$ cat config.mk
export PLATFORM = sky130hd
export DESIGN_NAME = dual_timer
export DESIGN_NICKNAME = d
export VERILOG_FILES = /design/src/rtl/tmr_pkg.sv /design/src/rtl/pin_sync.sv /design/src/rtl/mc_divider.sv /design/src/rtl/dual_timer.sv
export SDC_FILE = /design/constraint.sdc
export NUM_CORES = 1
export LEC_CHECK = 0
export BUFFER_PORTS_ARGS = -buffer_cell sky130_fd_sc_hd__buf_2
export CORE_MARGIN = 2
export CORE_UTILIZATION = 56
export CTS_BUF_LIST = sky130_fd_sc_hd__clkbuf_8
export CTS_CLUSTER_DIAMETER = 80
export DETAILED_ROUTE_END_ITERATION = 10
export GPL_ROUTABILITY_DRIVEN = 0
export PLACE_DENSITY = 0.8
export RECOVER_POWER = 50
export SLEW_MARGIN = 15
export SYNTH_ARGS = -nofsm -noshare
export SYNTH_HDL_FRONTEND = slang
export SYNTH_SLANG_ARGS = --single-unit
$ cat constraint.sdc
create_clock -name hclk -period 4.1 [get_ports hclk]
set_input_delay 0.41 -clock hclk [delete_from_list [all_inputs] [get_ports hclk]]
set_output_delay 0.41 -clock hclk [all_outputs]
set_load 0.02 [all_outputs]
$ cat src/rtl/tmr_pkg.sv
// Constants shared by the dual timer/counter block
package tmr_pkg;
  // ==========================================================
  // Register byte offsets
  localparam logic [7:0] OFS_MODE = 8'h00;
  localparam logic [7:0] OFS_CTRL = 8'h04;
  localparam logic [7:0] OFS_TL0 = 8'h08;
  localparam logic [7:0] OFS_TH0 = 8'h0C;
  localparam logic [7:0] OFS_TL1 = 8'h10;
  localparam logic [7:0] OFS_TH1 = 8'h14;
  localparam logic [7:0] OFS_OPT = 8'h18;
  // ==========================================================
  // Reset values
  localparam logic [7:0] RST_MODE = 8'h00;
  localparam logic [7:0] RST_CTRL = 8'h00;
  localparam logic [7:0] RST_CNT = 8'h00;
  // Erased option word: all ones, 12T
  localparam logic [7:0] RST_OPT = 8'hFF;
  // ==========================================================
  // Control register bit positions
  localparam int B_TF1 = 7;
  localparam int B_TR1 = 6;
  localparam int B_TF0 = 5;
  localparam int B_TR0 = 4;
  localparam int B_IE1 = 3;
  localparam int B_IT1 = 2;
  localparam int B_IE0 = 1;
  localparam int B_IT0 = 0;
  // Mode nibble layout: timer1 in [7:4], timer0 in [3:0]
  localparam int B_GATE = 3;
  localparam int B_FSEL = 2;
  localparam int T1_NIB = 4;
  // Option word bit: 0 selects 6T, 1 selects 12T
  localparam int B_SIX_CLK = 0;
  // ==========================================================
  // Counting modes
  localparam logic [1:0] MODE_13 = 2'b00;
  localparam logic [1:0] MODE_16 = 2'b01;
  localparam logic [1:0] MODE_8R = 2'b10;
  localparam logic [1:0] MODE_SPLIT = 2'b11;
  // ==========================================================
  // Machine cycle lengths in oscillator periods
  localparam logic [3:0] MC_LEN_12T = 4'hC;
  localparam logic [3:0] MC_LEN_6T = 4'h6;
endpackage

$ cat src/rtl/pin_sync.sv
// Two-flop synchroniser for the external timer pins
`timescale 1ns/1ps
`default_nettype none
module pin_sync
  import tmr_pkg::*;
(
  // Clock and reset
  input wire logic hclk,
  input wire logic hresetn,
  // Pins in, synchronised levels out
  input wire logic [3:0] pin_in,
  output logic [3:0] pin_s
);
  logic [3:0] meta_r;

  // Idle level of all pins is high
  always_ff @(posedge hclk or negedge hresetn) begin
    if (!hresetn) begin
      meta_r <= 4'hF;
      pin_s <= 4'hF;
    end else begin
      meta_r <= pin_in;
      pin_s <= meta_r;
    end
  end
endmodule // pin_sync
`default_nettype wire

$ cat src/rtl/mc_divider.sv
// Machine cycle enable generator, 12 or 6 clocks per cycle
`timescale 1ns/1ps
`default_nettype none
module mc_divider
  import tmr_pkg::*;
(
  // Clock and reset
  input wire logic hclk,
  input wire logic hresetn,
  // 1 selects 12T, 0 selects 6T
  input wire logic twelve_t,
  output logic mc_tick
);
  logic [3:0] cnt_r;
  logic [3:0] last;

  assign last = twelve_t ? (MC_LEN_12T - 4'h1) : (MC_LEN_6T - 4'h1);
  assign mc_tick = (cnt_r >= last);

  // A switch to 6T mid-cycle wraps at once instead of running past the end
  always_ff @(posedge hclk or negedge hresetn) begin
    if (!hresetn) begin
      cnt_r <= 4'h0;
    end else if (mc_tick) begin
      cnt_r <= 4'h0;
    end else begin
      cnt_r <= cnt_r + 4'h1;
    end
  end
endmodule // mc_divider
`default_nettype wire

$ cat src/rtl/dual_timer.sv
// Dual timer/counter with external interrupt flags on an AHB-Lite slave
//
// Local design decisions: the address map and the AHB-Lite register port.
`timescale 1ns/1ps
`default_nettype none
module dual_timer
  import tmr_pkg::*;
(
  // AHB-Lite
  input wire logic hclk,
  input wire logic hresetn,
  input wire logic hsel,
  input wire logic [7:0] haddr,
  input wire logic [1:0] htrans,
  input wire logic hwrite,
  input wire logic [2:0] hsize,
  input wire logic [31:0] hwdata,
  input wire logic hready,
  output logic [31:0] hrdata,
  output logic hreadyout,
  output logic hresp,
  // External pins
  input wire logic count0_pin,
  input wire logic count1_pin,
  input wire logic ext_int0_pin_n,
  input wire logic ext_int1_pin_n,
  // Interrupt acknowledge from the core, one-cycle pulses
  input wire logic timer0_ack,
  input wire logic timer1_ack,
  input wire logic ext_int0_ack,
  input wire logic ext_int1_ack,
  // Interrupt requests
  output logic timer0_irq,
  output logic timer1_irq,
  output logic ext_int0_irq,
  output logic ext_int1_irq
);
  // ==========================================================
  // Step function: returns {overflow, high, low}
  function automatic logic [16:0] step_f(input logic [1:0] md, input logic [7:0] lo, input logic [7:0] hi);
    logic [13:0] s13;
    logic [16:0] r;
    s13 = 14'h0;
    r = 17'h0;
    case (md)
      // 13-bit: five low bits then eight high bits
      MODE_13: begin
        s13 = {1'b0, hi, lo[4:0]} + 14'h0001;
        r = {s13[13], s13[12:5], lo[7:5], s13[4:0]};
      end
      MODE_16: begin
        r = {1'b0, hi, lo} + 17'h0_0001;
      end
      MODE_8R: begin
        r = (lo == 8'hFF) ? {1'b1, hi, hi} : {1'b0, hi, lo + 8'h01};
      end
      default: begin
        r = {(lo == 8'hFF), hi, lo + 8'h01};
      end
    endcase
    return r;
  endfunction

  // ==========================================================
  // Bus slave
  logic [7:0] addr_r;
  logic wr_r;
  logic [7:0] wdat;
  logic [7:0] mode_r;
  logic [7:0] ctrl_r;
  logic [7:0] opt_r;
  logic [7:0] tl0_r;
  logic [7:0] th0_r;
  logic [7:0] tl1_r;
  logic [7:0] th1_r;
  logic [7:0] rd_byte;
  logic wr_mode, wr_ctrl, wr_opt, wr_tl0, wr_th0, wr_tl1, wr_th1;

  assign hreadyout = 1'b1;
  assign hresp = 1'b0;
  assign wdat = hwdata[7:0];

  always_ff @(posedge hclk or negedge hresetn) begin
    if (!hresetn) begin
      addr_r <= 8'h00;
      wr_r <= 1'b0;
    end else if (hready) begin
      addr_r <= haddr;
      wr_r <= hsel && htrans[1] && hwrite;
    end
  end

  assign wr_mode = wr_r && (addr_r == OFS_MODE);
  assign wr_ctrl = wr_r && (addr_r == OFS_CTRL);
  assign wr_opt = wr_r && (addr_r == OFS_OPT);
  assign wr_tl0 = wr_r && (addr_r == OFS_TL0);
  assign wr_th0 = wr_r && (addr_r == OFS_TH0);
  assign wr_tl1 = wr_r && (addr_r == OFS_TL1);
  assign wr_th1 = wr_r && (addr_r == OFS_TH1);

  // Read data is a mux of flops in the data phase; unmapped reads give zero
  always_comb begin
    case (addr_r)
      OFS_MODE: rd_byte = mode_r;
      OFS_CTRL: rd_byte = ctrl_r;
      OFS_OPT: rd_byte = opt_r;
      OFS_TL0: rd_byte = tl0_r;
      OFS_TH0: rd_byte = th0_r;
      OFS_TL1: rd_byte = tl1_r;
      OFS_TH1: rd_byte = th1_r;
      default: rd_byte = 8'h00;
    endcase
  end
  assign hrdata = {24'h00_0000, rd_byte};

  // ==========================================================
  // Mode and option registers
  always_ff @(posedge hclk or negedge hresetn) begin
    if (!hresetn) begin
      mode_r <= RST_MODE;
      opt_r <= RST_OPT;
    end else begin
      if (wr_mode) begin
        mode_r <= wdat;
      end
      if (wr_opt) begin
        opt_r <= wdat;
      end
    end
  end

  // ==========================================================
  // Machine cycle and pin sampling
  logic mc_tick;
  logic [3:0] pin_s;
  logic c0_s, c1_s, i0_s, i1_s;

  mc_divider u_div (
    .hclk(hclk),
    .hresetn(hresetn),
    .twelve_t(opt_r[B_SIX_CLK]),
    .mc_tick(mc_tick)
  );

  pin_sync u_sync (
    .hclk(hclk),
    .hresetn(hresetn),
    .pin_in({ext_int1_pin_n, ext_int0_pin_n, count1_pin, count0_pin}),
    .pin_s(pin_s)
  );
  assign c0_s = pin_s[0];
  assign c1_s = pin_s[1];
  assign i0_s = pin_s[2];
  assign i1_s = pin_s[3];

  // sample once per machine cycle
  // Pulses shorter than a machine cycle can be missed; the source must hold each level
  logic [1:0] csamp_r;
  logic evt0, evt1;
  always_ff @(posedge hclk or negedge hresetn) begin
    if (!hresetn) begin
      csamp_r <= 2'b11;
    end else if (mc_tick) begin
      csamp_r <= {c1_s, c0_s};
    end
  end
  assign evt0 = mc_tick && csamp_r[0] && !c0_s;
  assign evt1 = mc_tick && csamp_r[1] && !c1_s;

  // ==========================================================
  // Count enables
  logic [1:0] md0, md1;
  logic en0, en1, inc0, inc1, inc0h;
  logic split0;
  logic [16:0] nx0, nx1;
  logic [8:0] nx0h;
  logic ovf0, ovf1;

  assign md0 = mode_r[1:0];
  assign md1 = mode_r[T1_NIB+1:T1_NIB];
  assign split0 = (md0 == MODE_SPLIT);
  assign en0 = ctrl_r[B_TR0] && (!mode_r[B_GATE] || i0_s);
  assign en1 = ctrl_r[B_TR1] && (!mode_r[T1_NIB+B_GATE] || i1_s);
  assign inc0 = en0 && (mode_r[B_FSEL] ? evt0 : mc_tick);
  assign inc1 = en1 && (md1 != MODE_SPLIT) && (mode_r[T1_NIB+B_FSEL] ? evt1 : mc_tick);
  assign inc0h = split0 && ctrl_r[B_TR1] && mc_tick;

  assign nx0 = step_f(md0, tl0_r, th0_r);
  assign nx1 = step_f(md1, tl1_r, th1_r);
  assign nx0h = {1'b0, th0_r} + 9'h001;
  assign ovf0 = inc0 && nx0[16] && !wr_tl0;
  // split high byte owns timer1 flag
  assign ovf1 = split0 ? (inc0h && nx0h[8] && !wr_th0) : (inc1 && nx1[16] && !wr_tl1);

  // ==========================================================
  // Timer0 count registers; a bus write beats a count in the same cycle
  always_ff @(posedge hclk or negedge hresetn) begin
    if (!hresetn) begin
      tl0_r <= RST_CNT;
      th0_r <= RST_CNT;
    end else begin
      if (wr_tl0) begin
        tl0_r <= wdat;
      end else if (inc0) begin
        tl0_r <= nx0[7:0];
      end
      if (wr_th0) begin
        th0_r <= wdat;
      end else if (inc0h) begin
        th0_r <= nx0h[7:0];
      end else if (inc0 && !split0) begin
        th0_r <= nx0[15:8];
      end
    end
  end

  // Timer1 count registers
  // reload leaves high byte as is
  always_ff @(posedge hclk or negedge hresetn) begin
    if (!hresetn) begin
      tl1_r <= RST_CNT;
      th1_r <= RST_CNT;
    end else begin
      if (wr_tl1) begin
        tl1_r <= wdat;
      end else if (inc1) begin
        tl1_r <= nx1[7:0];
      end
      if (wr_th1) begin
        th1_r <= wdat;
      end else if (inc1) begin
        th1_r <= nx1[15:8];
      end
    end
  end

  // ==========================================================
  // External interrupt detection
  logic [1:0] iprev_r;
  logic set_ie0, set_ie1;
  always_ff @(posedge hclk or negedge hresetn) begin
    if (!hresetn) begin
      iprev_r <= 2'b11;
    end else begin
      iprev_r <= {i1_s, i0_s};
    end
  end
  // 1 falling edge, 0 low level
  assign set_ie0 = ctrl_r[B_IT0] ? (iprev_r[0] && !i0_s) : !i0_s;
  assign set_ie1 = ctrl_r[B_IT1] ? (iprev_r[1] && !i1_s) : !i1_s;

  // ==========================================================
  // Control register; hardware set wins over any clear
  always_ff @(posedge hclk or negedge hresetn) begin
    if (!hresetn) begin
      ctrl_r <= RST_CTRL;
    end else begin
      if (wr_ctrl) begin
        ctrl_r <= wdat;
      end
      if (timer1_ack) begin
        ctrl_r[B_TF1] <= 1'b0;
      end
      if (timer0_ack) begin
        ctrl_r[B_TF0] <= 1'b0;
      end
      if (ext_int1_ack) begin
        ctrl_r[B_IE1] <= 1'b0;
      end
      if (ext_int0_ack) begin
        ctrl_r[B_IE0] <= 1'b0;
      end
      if (ovf1) begin
        ctrl_r[B_TF1] <= 1'b1;
      end
      if (ovf0) begin
        ctrl_r[B_TF0] <= 1'b1;
      end
      if (set_ie1) begin
        ctrl_r[B_IE1] <= 1'b1;
      end
      if (set_ie0) begin
        ctrl_r[B_IE0] <= 1'b1;
      end
    end
  end

  assign timer0_irq = ctrl_r[B_TF0];
  assign timer1_irq = ctrl_r[B_TF1];
  assign ext_int0_irq = ctrl_r[B_IE0];
  assign ext_int1_irq = ctrl_r[B_IE1];

  // ==========================================================
  // Checks
  logic [15:0] cnt0_w, cnt1_w;
  logic is12;
  assign cnt0_w = {th0_r, tl0_r};
  assign cnt1_w = {th1_r, tl1_r};
  assign is12 = opt_r[B_SIX_CLK];
endmodule // dual_timer
`default_nettype wire

## Yosys cells after proc, flatten, opt, wreduce, memory -nomap -nowiden

Index checks and enable logic that the tools add are counted.

| word-level totals | value |
|---|---|
| register bits | 81 |
| input bits | 58 |
| RAM bits | 0 |
| ROM bits | 0 |
| latch bits | 0 |
| word-level logic and storage cells | 135 |
| memories kept | 0 |

| operators by class | value |
|---|---|
| equal/unequal tests | 18 |
| bitwise logic cells | 0 |
| $add $sub $neg | 8 |
| $lt $le $gt $ge | 1 |
| reduce and logical (&&, ||, !) cells | 58 |
| divide/modulo/power cells | 0 |
| mux-type cells | 30 |
| $mul | 0 |
| shift-type cells | 0 |

Operators by type and width:

| cell | number |
|---|---|
| 17-bit one-hot mux with 3 select lines | 2 |
| 8-bit 2-to-1 mux | 10 |
| 8-bit one-hot mux with 7 select lines | 1 |
| 16-bit by 1-bit adder with 17-bit output (second input constant) | 2 |
| 17-bit 2-to-1 mux | 2 |
| 1-bit logical AND | 29 |
| 13-bit by 1-bit adder with 14-bit output (second input constant) | 2 |
| 8-bit by 5-bit equality test with 1-bit output (second input constant) | 3 |
| 3-bit nonzero test | 6 |
| 8-bit by 1-bit adder with 8-bit output (second input constant) | 2 |
| 8-bit by 4-bit equality test with 1-bit output (second input constant) | 2 |
| 8-bit equality test (second input constant) | 2 |
| 1-bit 2-to-1 mux | 13 |
| 1-bit zero test | 10 |
| 8-bit by 1-bit adder with 9-bit output (second input constant) | 1 |
| 8-bit by 3-bit equality test with 1-bit output (second input constant) | 1 |
| 8-bit zero test | 1 |
| 4-bit 2-to-1 mux | 2 |
| 2-bit inequality test (second input constant) | 4 |
| 2-bit equality test (second input constant) | 3 |
| 3-bit AND reduction | 2 |
| 2-bit nonzero test | 3 |
| 4-bit by 1-bit adder with 4-bit output (second input constant) | 1 |
| 2-bit by 1-bit equality test with 1-bit output (second input constant) | 2 |
| other kinds (6) | 9 |

## Depth between registers and ports, before layout

Gate-level depths: netlist of run 1.

| depth | value |
|---|---|
| depth after elaboration | 10 |
| mapped depth | 9 |

## Cells and area by module

From an unflattened synthesis of run 1, not the netlist that was laid out.

| unflattened totals | value |
|---|---|
| cell total of the unflattened synthesis | 527 |
| area total of the unflattened synthesis | 5112.4 µm² |

By module, submodules not included:

| module | cells an instance | area an instance (µm²) | instances |
|---|---|---|---|
| dual_timer | 498 | 4680.7 | 1 |
| mc_divider | 21 | 221.5 | 1 |
| pin_sync | 8 | 210.2 | 1 |

## Worst setup path before layout of run 1

OpenSTA, ideal clock, no wires.

| timing | value |
|---|---|
| path type | reg2reg |
| start | reg opt_r[0] |
| end | reg tl0_r[6] |
| setup slack | 1962 ps |
| path buffers | 1 |
| data required time | 3966 ps |
| data arrival time | 2005 ps |
| cell stages (with the launch flop) | 9 |
| cell sequence | dfstp_2 -> inv_1 -> ha_1 -> nand2_1 -> o21ai_4 -> buf_2 -> nand4_2 -> a2111oi_0 -> o21ai_1 |

| between the ends | value |
|---|---|
| longest elaborated chain between the ends | 8 |

RTL lines:

| item | RTL line | RTL |
|---|---|---|
| from (decl) | dual_timer.sv:71 | `logic [7:0] opt_r;` |
| from (signal assigned) | dual_timer.sv:127 | `opt_r <= wdat;` |
| 4-bit 2-to-1 mux * | mc_divider.sv:17 | `assign last = twelve_t ? (MC_LEN_12T - 4'h1) : (MC_LEN_6T - 4'h1);` |
| 4-bit >= comparator * | mc_divider.sv:18 | `assign mc_tick = (cnt_r >= last);` |
| 1-bit logical AND (2 in a row) | dual_timer.sv:167 | `assign evt0 = mc_tick && csamp_r[0] && !c0_s;` |
| 1-bit 2-to-1 mux * | dual_timer.sv:184 | `assign inc0 = en0 && (mode_r[B_FSEL] ? evt0 : mc_tick);` |
| 1-bit logical AND * | dual_timer.sv:184 |  |
| 2-bit nonzero test (no line) * | - |  |
| 2-bit AND reduction (no line) * | - |  |
| to (signal assigned) | dual_timer.sv:203 | `tl0_r <= wdat;` |
| to (signal assigned) | dual_timer.sv:205 | `tl0_r <= nx0[7:0];` |
| to (decl) | dual_timer.sv:72 | `logic [7:0] tl0_r;` |

Mark *: on every way between the ends. The rest lies on a longest branch, timed or not.
A chain may end at the register's enable or synchronous reset.

## Worst setup path in the final report of run 1

| timing | value |
|---|---|
| start | reg addr_r[2] |
| end | out hrdata[0] |

| between the ends | value |
|---|---|
| longest elaborated chain between the ends | 2 |
| elaborated cells on any way between the ends | 8 |
| those cells by class | 6 x eq/ne; 1 x mux; 1 x reduce/logical |

RTL lines:

| item | RTL line | RTL |
|---|---|---|
| from (decl) | dual_timer.sv:66 | `logic [7:0] addr_r;` |
| from (signal assigned) | dual_timer.sv:88 | `addr_r <= haddr;` |
| 8-bit by 5-bit equality test with 1-bit output, or another cell as far along | dual_timer.sv:103 | `case (addr_r)` |
| 8-bit one-hot mux with 7 select lines * | dual_timer.sv:103 |  |
| to (decl) | dual_timer.sv:19 | `output logic [31:0] hrdata,` |

Marked as above.

==> results of run 1 <==
cell usage after synthesis (12+ instances only):
cell type	n
a21oi_1	31
a22oi_1	17
buf_2	12
buf_4	26
dfrtp_1	61
dfstp_2	20
inv_1	12
mux2_2	30
nand2_1	49
nand3_1	24
nor2_1	45
o21ai_0	19
o21ai_1	19
xnor2_1	14
worst paths after layout:
kind | depth (start not counted) | end | slack, ns | from
max in group asynchronous | 1 | mode_r[5] | 2.32 | hresetn
setup / recovery | 5 | hrdata[0] | 1.22 | addr_r[2]
min in group asynchronous | 1 | ctrl_r[0] | 0.60 | hresetn
setup reg to reg | 8 | tl1_r[5] | 1.24 | opt_r[0]
hold / removal | 1 | u_sync.meta_r[2] | 0.12 | ext_int0_pin_n
hold reg to reg | 0 | u_sync.pin_s[1] | 0.36 | u_sync.meta_r[1]
power groups by stage:
stage / Clock [mW] / Combinational [mW] / Sequential, mW
after floorplan: 0 / 0.763 / 1.16
after global placement: 0 / 0.804 / 1.30
after detailed placement: 0 / 0.842 / 1.31
after CTS: 0.626 / 0.846 / 1.30
after global routing: 0.664 / 0.959 / 1.34
final: 0.615 / 0.856 / 1.32
sequential cells by signal, summed over array words and instances (netlist names), 8 cells and up:
signal and flops:
opt_r 8, tl1_r 8, th0_r 8, mode_r 8
ctrl_r 8, th1_r 8, tl0_r 8, addr_r 8
worst max-delay path, cell delays in order (launching register included):
cell and delay (ns):
dfrtp_1 0.41, or3_1 0.55, nor2_1 0.57, a222oi_1 0.23, nand3_1 0.15, buf_2 0.18
final cells by class:
type | count | area (sq um)
multi-input combinational | 426 | 2830
tap | 108 | 135
inverter | 14 | 52.6
sequential | 81 | 2050
timing repair buffer | 41 | 205
fill | 725 | 3330
clock inverter | 7 | 78.8
clock buffer | 9 | 124
cell families (layout without fill, tap and decap cells):
logic type	count (synthesis)	in the layout	share of synthesized area, %
muxes	38	38	8.24
AOI/OAI and AO/OA	141	141	18.6
buffers and inverters	62	71	6.73
DFF	81	81	40.0
other	2	26	0.146
xor gates and xnor gates	23	23	3.93
and+or+nand+nor	191	191	20.6
adders and majority gates	7	7	1.71
metrics by stage:
step,instances,utilization (%)
after CTS,686,62.2
after detailed placement,670,59.9
final,686,62.1
after global routing,686,62.1
after global placement,670,59.9
after floorplan,569,-
metal layers:
| metal | routed length [microns] | up-vias | track usage [%] | part of all wire, % |
|---|---|---|---|---|
| met5 | 0 | - | 0 | 0 |
| met2 | 6220 | 325 | 44.7 | 45 |
| met3 | 1640 | 62 | 7.10 | 12 |
| met1 | 5280 | 2147 | 38.7 | 39 |
| li1 | - | 2022 | - | - |
| met4 | 577 | 0 | 13.2 | 4.2 |
==> impl_metrics.yaml, run 1 <==
power_and_ir_drop:
  leakagePower_nw: 2.21
  clock_power_share_pct: 22.0
  internal_power_mw: 1.64
  comb_power_share_pct: 30.7
  p_seq_share_pct: 47.3
  cellPowerDensity_nw_per_um2: 510
  p_sw_share_pct: 41.4
  ir_drop_v: 0.000325
  p_sw_mw: 1.15
  total_power_mw: 2.79
clocking:
  cts_made_buffers: 9
  post_cts_resized: 0
  cts.sinks: 81
  root_buffer: "clkbuf_8"
  htree_levels: 3
  ctsHoldBuffers: 0
  clock_path_buffers: 2
  cts.clk_slew.worst_paths_ns: 0.10
  cts_setup_buffers: 0
  cts_tree: "done"
  clk_latency_ns: 0.37
synthesis:
  synth-main-ff-cell: "dfrtp_1"
  netlist_area_sq_um: 5130
  ys_top_cells_by_area: "dfrtp_1 30%, dfstp_2 10%, mux2_2 6.6%"
  yosys_register_bits: 81
  yosys.area.top_type: "dfrtp_1"
  synth.avg_cell_area_sq_um: 9.42
  ys_types: 72
  synth-edff-count: 0
  yosysTopAreaCellShare_pct: 29.7
  synthCells: 545
  ys_warn_count: 0
  ys_seq_area_share_pct: 40.0
  postSynth.asyncResetShare_pct: 100
final_layout:
  syn_to_final_growth_pct: 6.63
  fin_nets: 638
  antennaDiodeCount: 0
  design_area_sq_um: 5470
  mostFrequentLayoutCells: "61 x dfrtp_1, 49 x nand2_1, 45 x nor2_1"
  layout_commonest_cell: "dfrtp_1"
  drive_gt1_share_pct: 22.3
drt:
  drc_errors: 0
  avgViaCountPerCell: 6.64
  vias: 4556
  wl_per_cell_microns: 20.0
  drtIter0Drc: 679
  drt-total-wl_microns: 13700
  ant_nets: 0
  first_pass_iters: 7
worst_hold_path:
  hold_path_class: "input pin to flip-flop"
global_route:
  grt_pass1_wl_microns: 22300
  grt_pass1_vias: 4287
  grt_overflow: 0
  grt_max_degree: 82
  antenna_found_initial: 0
  grt_usage_pct: 29.0
sta:
  fin_crit_ns: 2.88
  skew_ns: 0.0184
  setup_violations: 0
  slew-limit-headroom_pct: -33.0
  fin_ws_ns: 1.22
  hold_slack_ns: 0.120
  max_slew.worst_pin.slew_ns: 2.00
  fmax_mhz: 347
  hold_violations: 0
  fin_setup_tns_ns: 0
  rsz0062_at_grt: "no"
  slew_violations: 82
  period_share_pct: 70.3
floorplanning:
  core-area_sq_um: 8810
  io_pins: 96
  die_x_microns: 99.7
  initial_core_util_pct: 58.3
  std_cell_rows: 34
  die-area_sq_um: 9950
  die_h_microns: 99.7
setup_path:
  start_kind: "flip-flop"
  end_kind: "output port"
  critical_path_class: "flip-flop to output port"
  crit_arrival_ns: 2.47
  cp_data_required_time_ns: 3.69
  cp_max_fo: 8
run_status:
  violations: "capacitance limit, slew limit"
  status: "finished, violations left"
place:
  place_area_sq_um: 5270
  port-buffer-count: 41
  dp_hpwl_microns: 9580
  dp_slack_ns: 1.33
job:
  maxCapViolCount: 1
Power figures use the tool's default switching activity.
==> run 2: changes to the inputs <==
- ABC_AREA: unset -> 1
- PLACE_DENSITY: 0.8 -> 0.79
- clock period: 4.1 -> 3 ns (I/O delays scaled with it)
==> run 2 against run 1 <==
  * The flow still finishes with violations (capacitance limit, slew limit)
  * Register-to-register slack got worse by 0.58 ns
  * Critical path depth grew 3
  * Flip-flop and latch count did not move
  * Worst hold slack got worse by 0.11 ns
  * Critical endpoint is now hrdata[2]
  * Largest power group is now combinational logic
==> impl_metrics.yaml, run 2 <==
setup_path:
  cp_data_required_time_ns: 2.70
  crit_arrival_ns: 2.22
  cp_top_family: "simple AND/OR/NAND/NOR gates"
  worst-path-buf-inv: 2
  path_common_cell: "nor2_1"
  crit_slowest_cell: "dfrtp_1"
  critical_path_class: "flip-flop to output port"
  start_kind: "flip-flop"
  end_kind: "output port"
  cp_max_fo: 7
  crit_chain: "nor2_1, nand3_1, nor2_1, inv_1, o22ai_1, nor2_1, nand2_1, buf_2"
  cp_slowest_stage_delay_ns: 0.39
global_route:
  use_met3_pct: 3.65
  met2_usage_pct: 47.5
  grtUsageMet1_pct: 43.3
  grt_overflow: 0
  busiest_layer: "met2"
  grt_pass1_vias: 5485
  grt_max_degree: 82
  grt_usage_pct: 30.8
  antenna_found_initial: 0
  grt_pass1_wl_microns: 27300
final_layout:
  layout_commonest_cell: "nand2_1"
  mostFrequentLayoutCells: "283 x nand2_1, 112 x inv_1, 90 x nand3_1"
  fin_nets: 1006
  antennaDiodeCount: 0
  drive_gt1_share_pct: 13.8
  syn_to_final_growth_pct: 7.04
  nFillCells: 975
sta:
  max_slew.worst_pin.slew_ns: 1.97
  skew_ns: 0.0144
  hold_violations: 0
  slew-limit-headroom_pct: -31.4
  rsz0062_at_grt: "no"
  period_share_pct: 84.0
  fmax_mhz: 397
  fin_setup_tns_ns: 0
  slew_violations: 82
  setup_violations: 0
  fin_crit_ns: 2.52
clocking:
  ctsHoldBuffers: 0
  cts.clk_slew.worst_paths_ns: 0.11
  clock_path_buffers: 2
  root_buffer: "clkbuf_8"
  post_cts_resized: 0
  cts_setup_buffers: 0
  cts.sinks: 81
  htree_levels: 3
  clk_latency_ns: 0.38
  cts_tree: "done"
  cts_made_buffers: 9
drt:
  ant_nets: 0
  drtIter0Drc: 569
  wl_per_cell_microns: 15.4
  first_pass_iters: 6
  drc_errors: 0
  avgViaCountPerCell: 5.57
  drt-total-wl_microns: 16700
  vias: 6027
synthesis:
  synth_top_family_by_area: "simple AND/OR/NAND/NOR gates"
  ys_types: 32
  synth_commonest_cells: "283 x nand2_1, 108 x inv_1, 90 x nand3_1, 74 x nor2_1, 61 x dfrtp_1"
  yosys.area.top_type: "dfrtp_1"
  yosysTopAreaCellShare_pct: 25.7
  synth_xor_area_share_pct: 1.33
  ys_top_cells_by_area: "dfrtp_1 26%, nand2_1 18%, dfstp_2 8.9%"
  synth-edff-count: 0
  yosys.area_share.adder_pct: 1.48
  synthMuxAreaShare_pct: 0
  ys_warn_count: 0
  postSynth.asyncResetShare_pct: 100
  yosysMostFrequentCell: "nand2_1"
  yosys_register_bits: 81
  synth.avg_cell_area_sq_um: 6.57
  yosys.area_share.simple_pct: 38.1
  synth_compound_area_share_pct: 11.7
  netlist_area_sq_um: 5940
  ys_seq_area_share_pct: 34.6
  synth-main-ff-cell: "dfrtp_1"
  synthCells: 903
worst_hold_path:
  hold_path_class: "input pin to flip-flop"
floorplanning:
  die-area_sq_um: 11400
  die_h_microns: 107
  std_cell_rows: 37
  io_pins: 96
  die_x_microns: 107
  core-area_sq_um: 10300
  initial_core_util_pct: 57.5
run_status:
  violations: "capacitance limit, slew limit"
  status: "finished, violations left"
job:
  maxCapViolCount: 1
power_and_ir_drop:
  leakagePower_nw: 3.44
  total_power_mw: 4.45
  ir_drop_v: 0.000436
  cellPowerDensity_nw_per_um2: 700
place:
  port-buffer-count: 41
  dp_hpwl_microns: 12300
==> run 2: worst paths after layout <==
kind                                  start  cells after the start  slack (ns)                to
max                               addr_r[7]                      8        0.48         hrdata[2]
min                          ext_int0_pin_n                      1        0.01  u_sync.meta_r[2]
max reg2reg                        opt_r[0]                      9        0.66          th0_r[2]
min reg2reg                u_sync.meta_r[1]                      0        0.36   u_sync.pin_s[1]
max in group asynchronous           hresetn                      1        1.37          th0_r[4]
min in group asynchronous           hresetn                      1        0.48    u_div.cnt_r[2]
==> run 2: per-stage QoR <==
step	util [%]	area (sq um)	std cells	hold slack [ns]	setup slack, ns
3_3_place_gp	59.5	6140	1065	0.346	0.741
4_1_cts	61.5	6350	1081	0.00343	0.503
5_1_grt	61.5	6350	1082	0.00122	0.380
2_1_floorplan	-	6030	927	0.00441	1.26
3_5_place_dp	59.5	6140	1065	0.347	0.694
6_report	61.5	6350	1082	0.0139	0.480
==> run 2: power breakdown <==
part / internal [mW] / switching [mW]
registers: 1.35 / 0.335
clock network: 0.332 / 0.492
logic: 0.643 / 1.29
total: 2.32 / 2.12
==> run 2: kinds of logic after synthesis <==
kind of cell    Yosys count
buf+inv                 167
flops                    81
xor+xnor                  9
simple gates            510
fa+ha+maj                 7
compound gates          127
other cells               2
==> run 2: per-layer routing <==
metal  up-vias  wire length [microns]  part of all wire (%)
li1       2927                      -                     -
met1      2756                   7130                    43
met2       288                   7450                    45
met3        56                   1350                   8.1
met4         0                    730                   4.4
met5         -                      0                     0
==> run 2: final cells by class <==
| type | instances | area, sq um | area share [%] |
|---|---|---|---|
| Clock buffer | 9 | 124 | 1.95 |
| Clock inverter | 7 | 81.3 | 1.28 |
| Inverter | 126 | 477 | 7.50 |
| Multi-Input combinational cell | 679 | 3220 | 50.7 |
| Sequential cell | 81 | 2050 | 32.3 |
| Tap cell | 136 | 170 | 2.68 |
| Timing Repair Buffer | 44 | 230 | 3.62 |
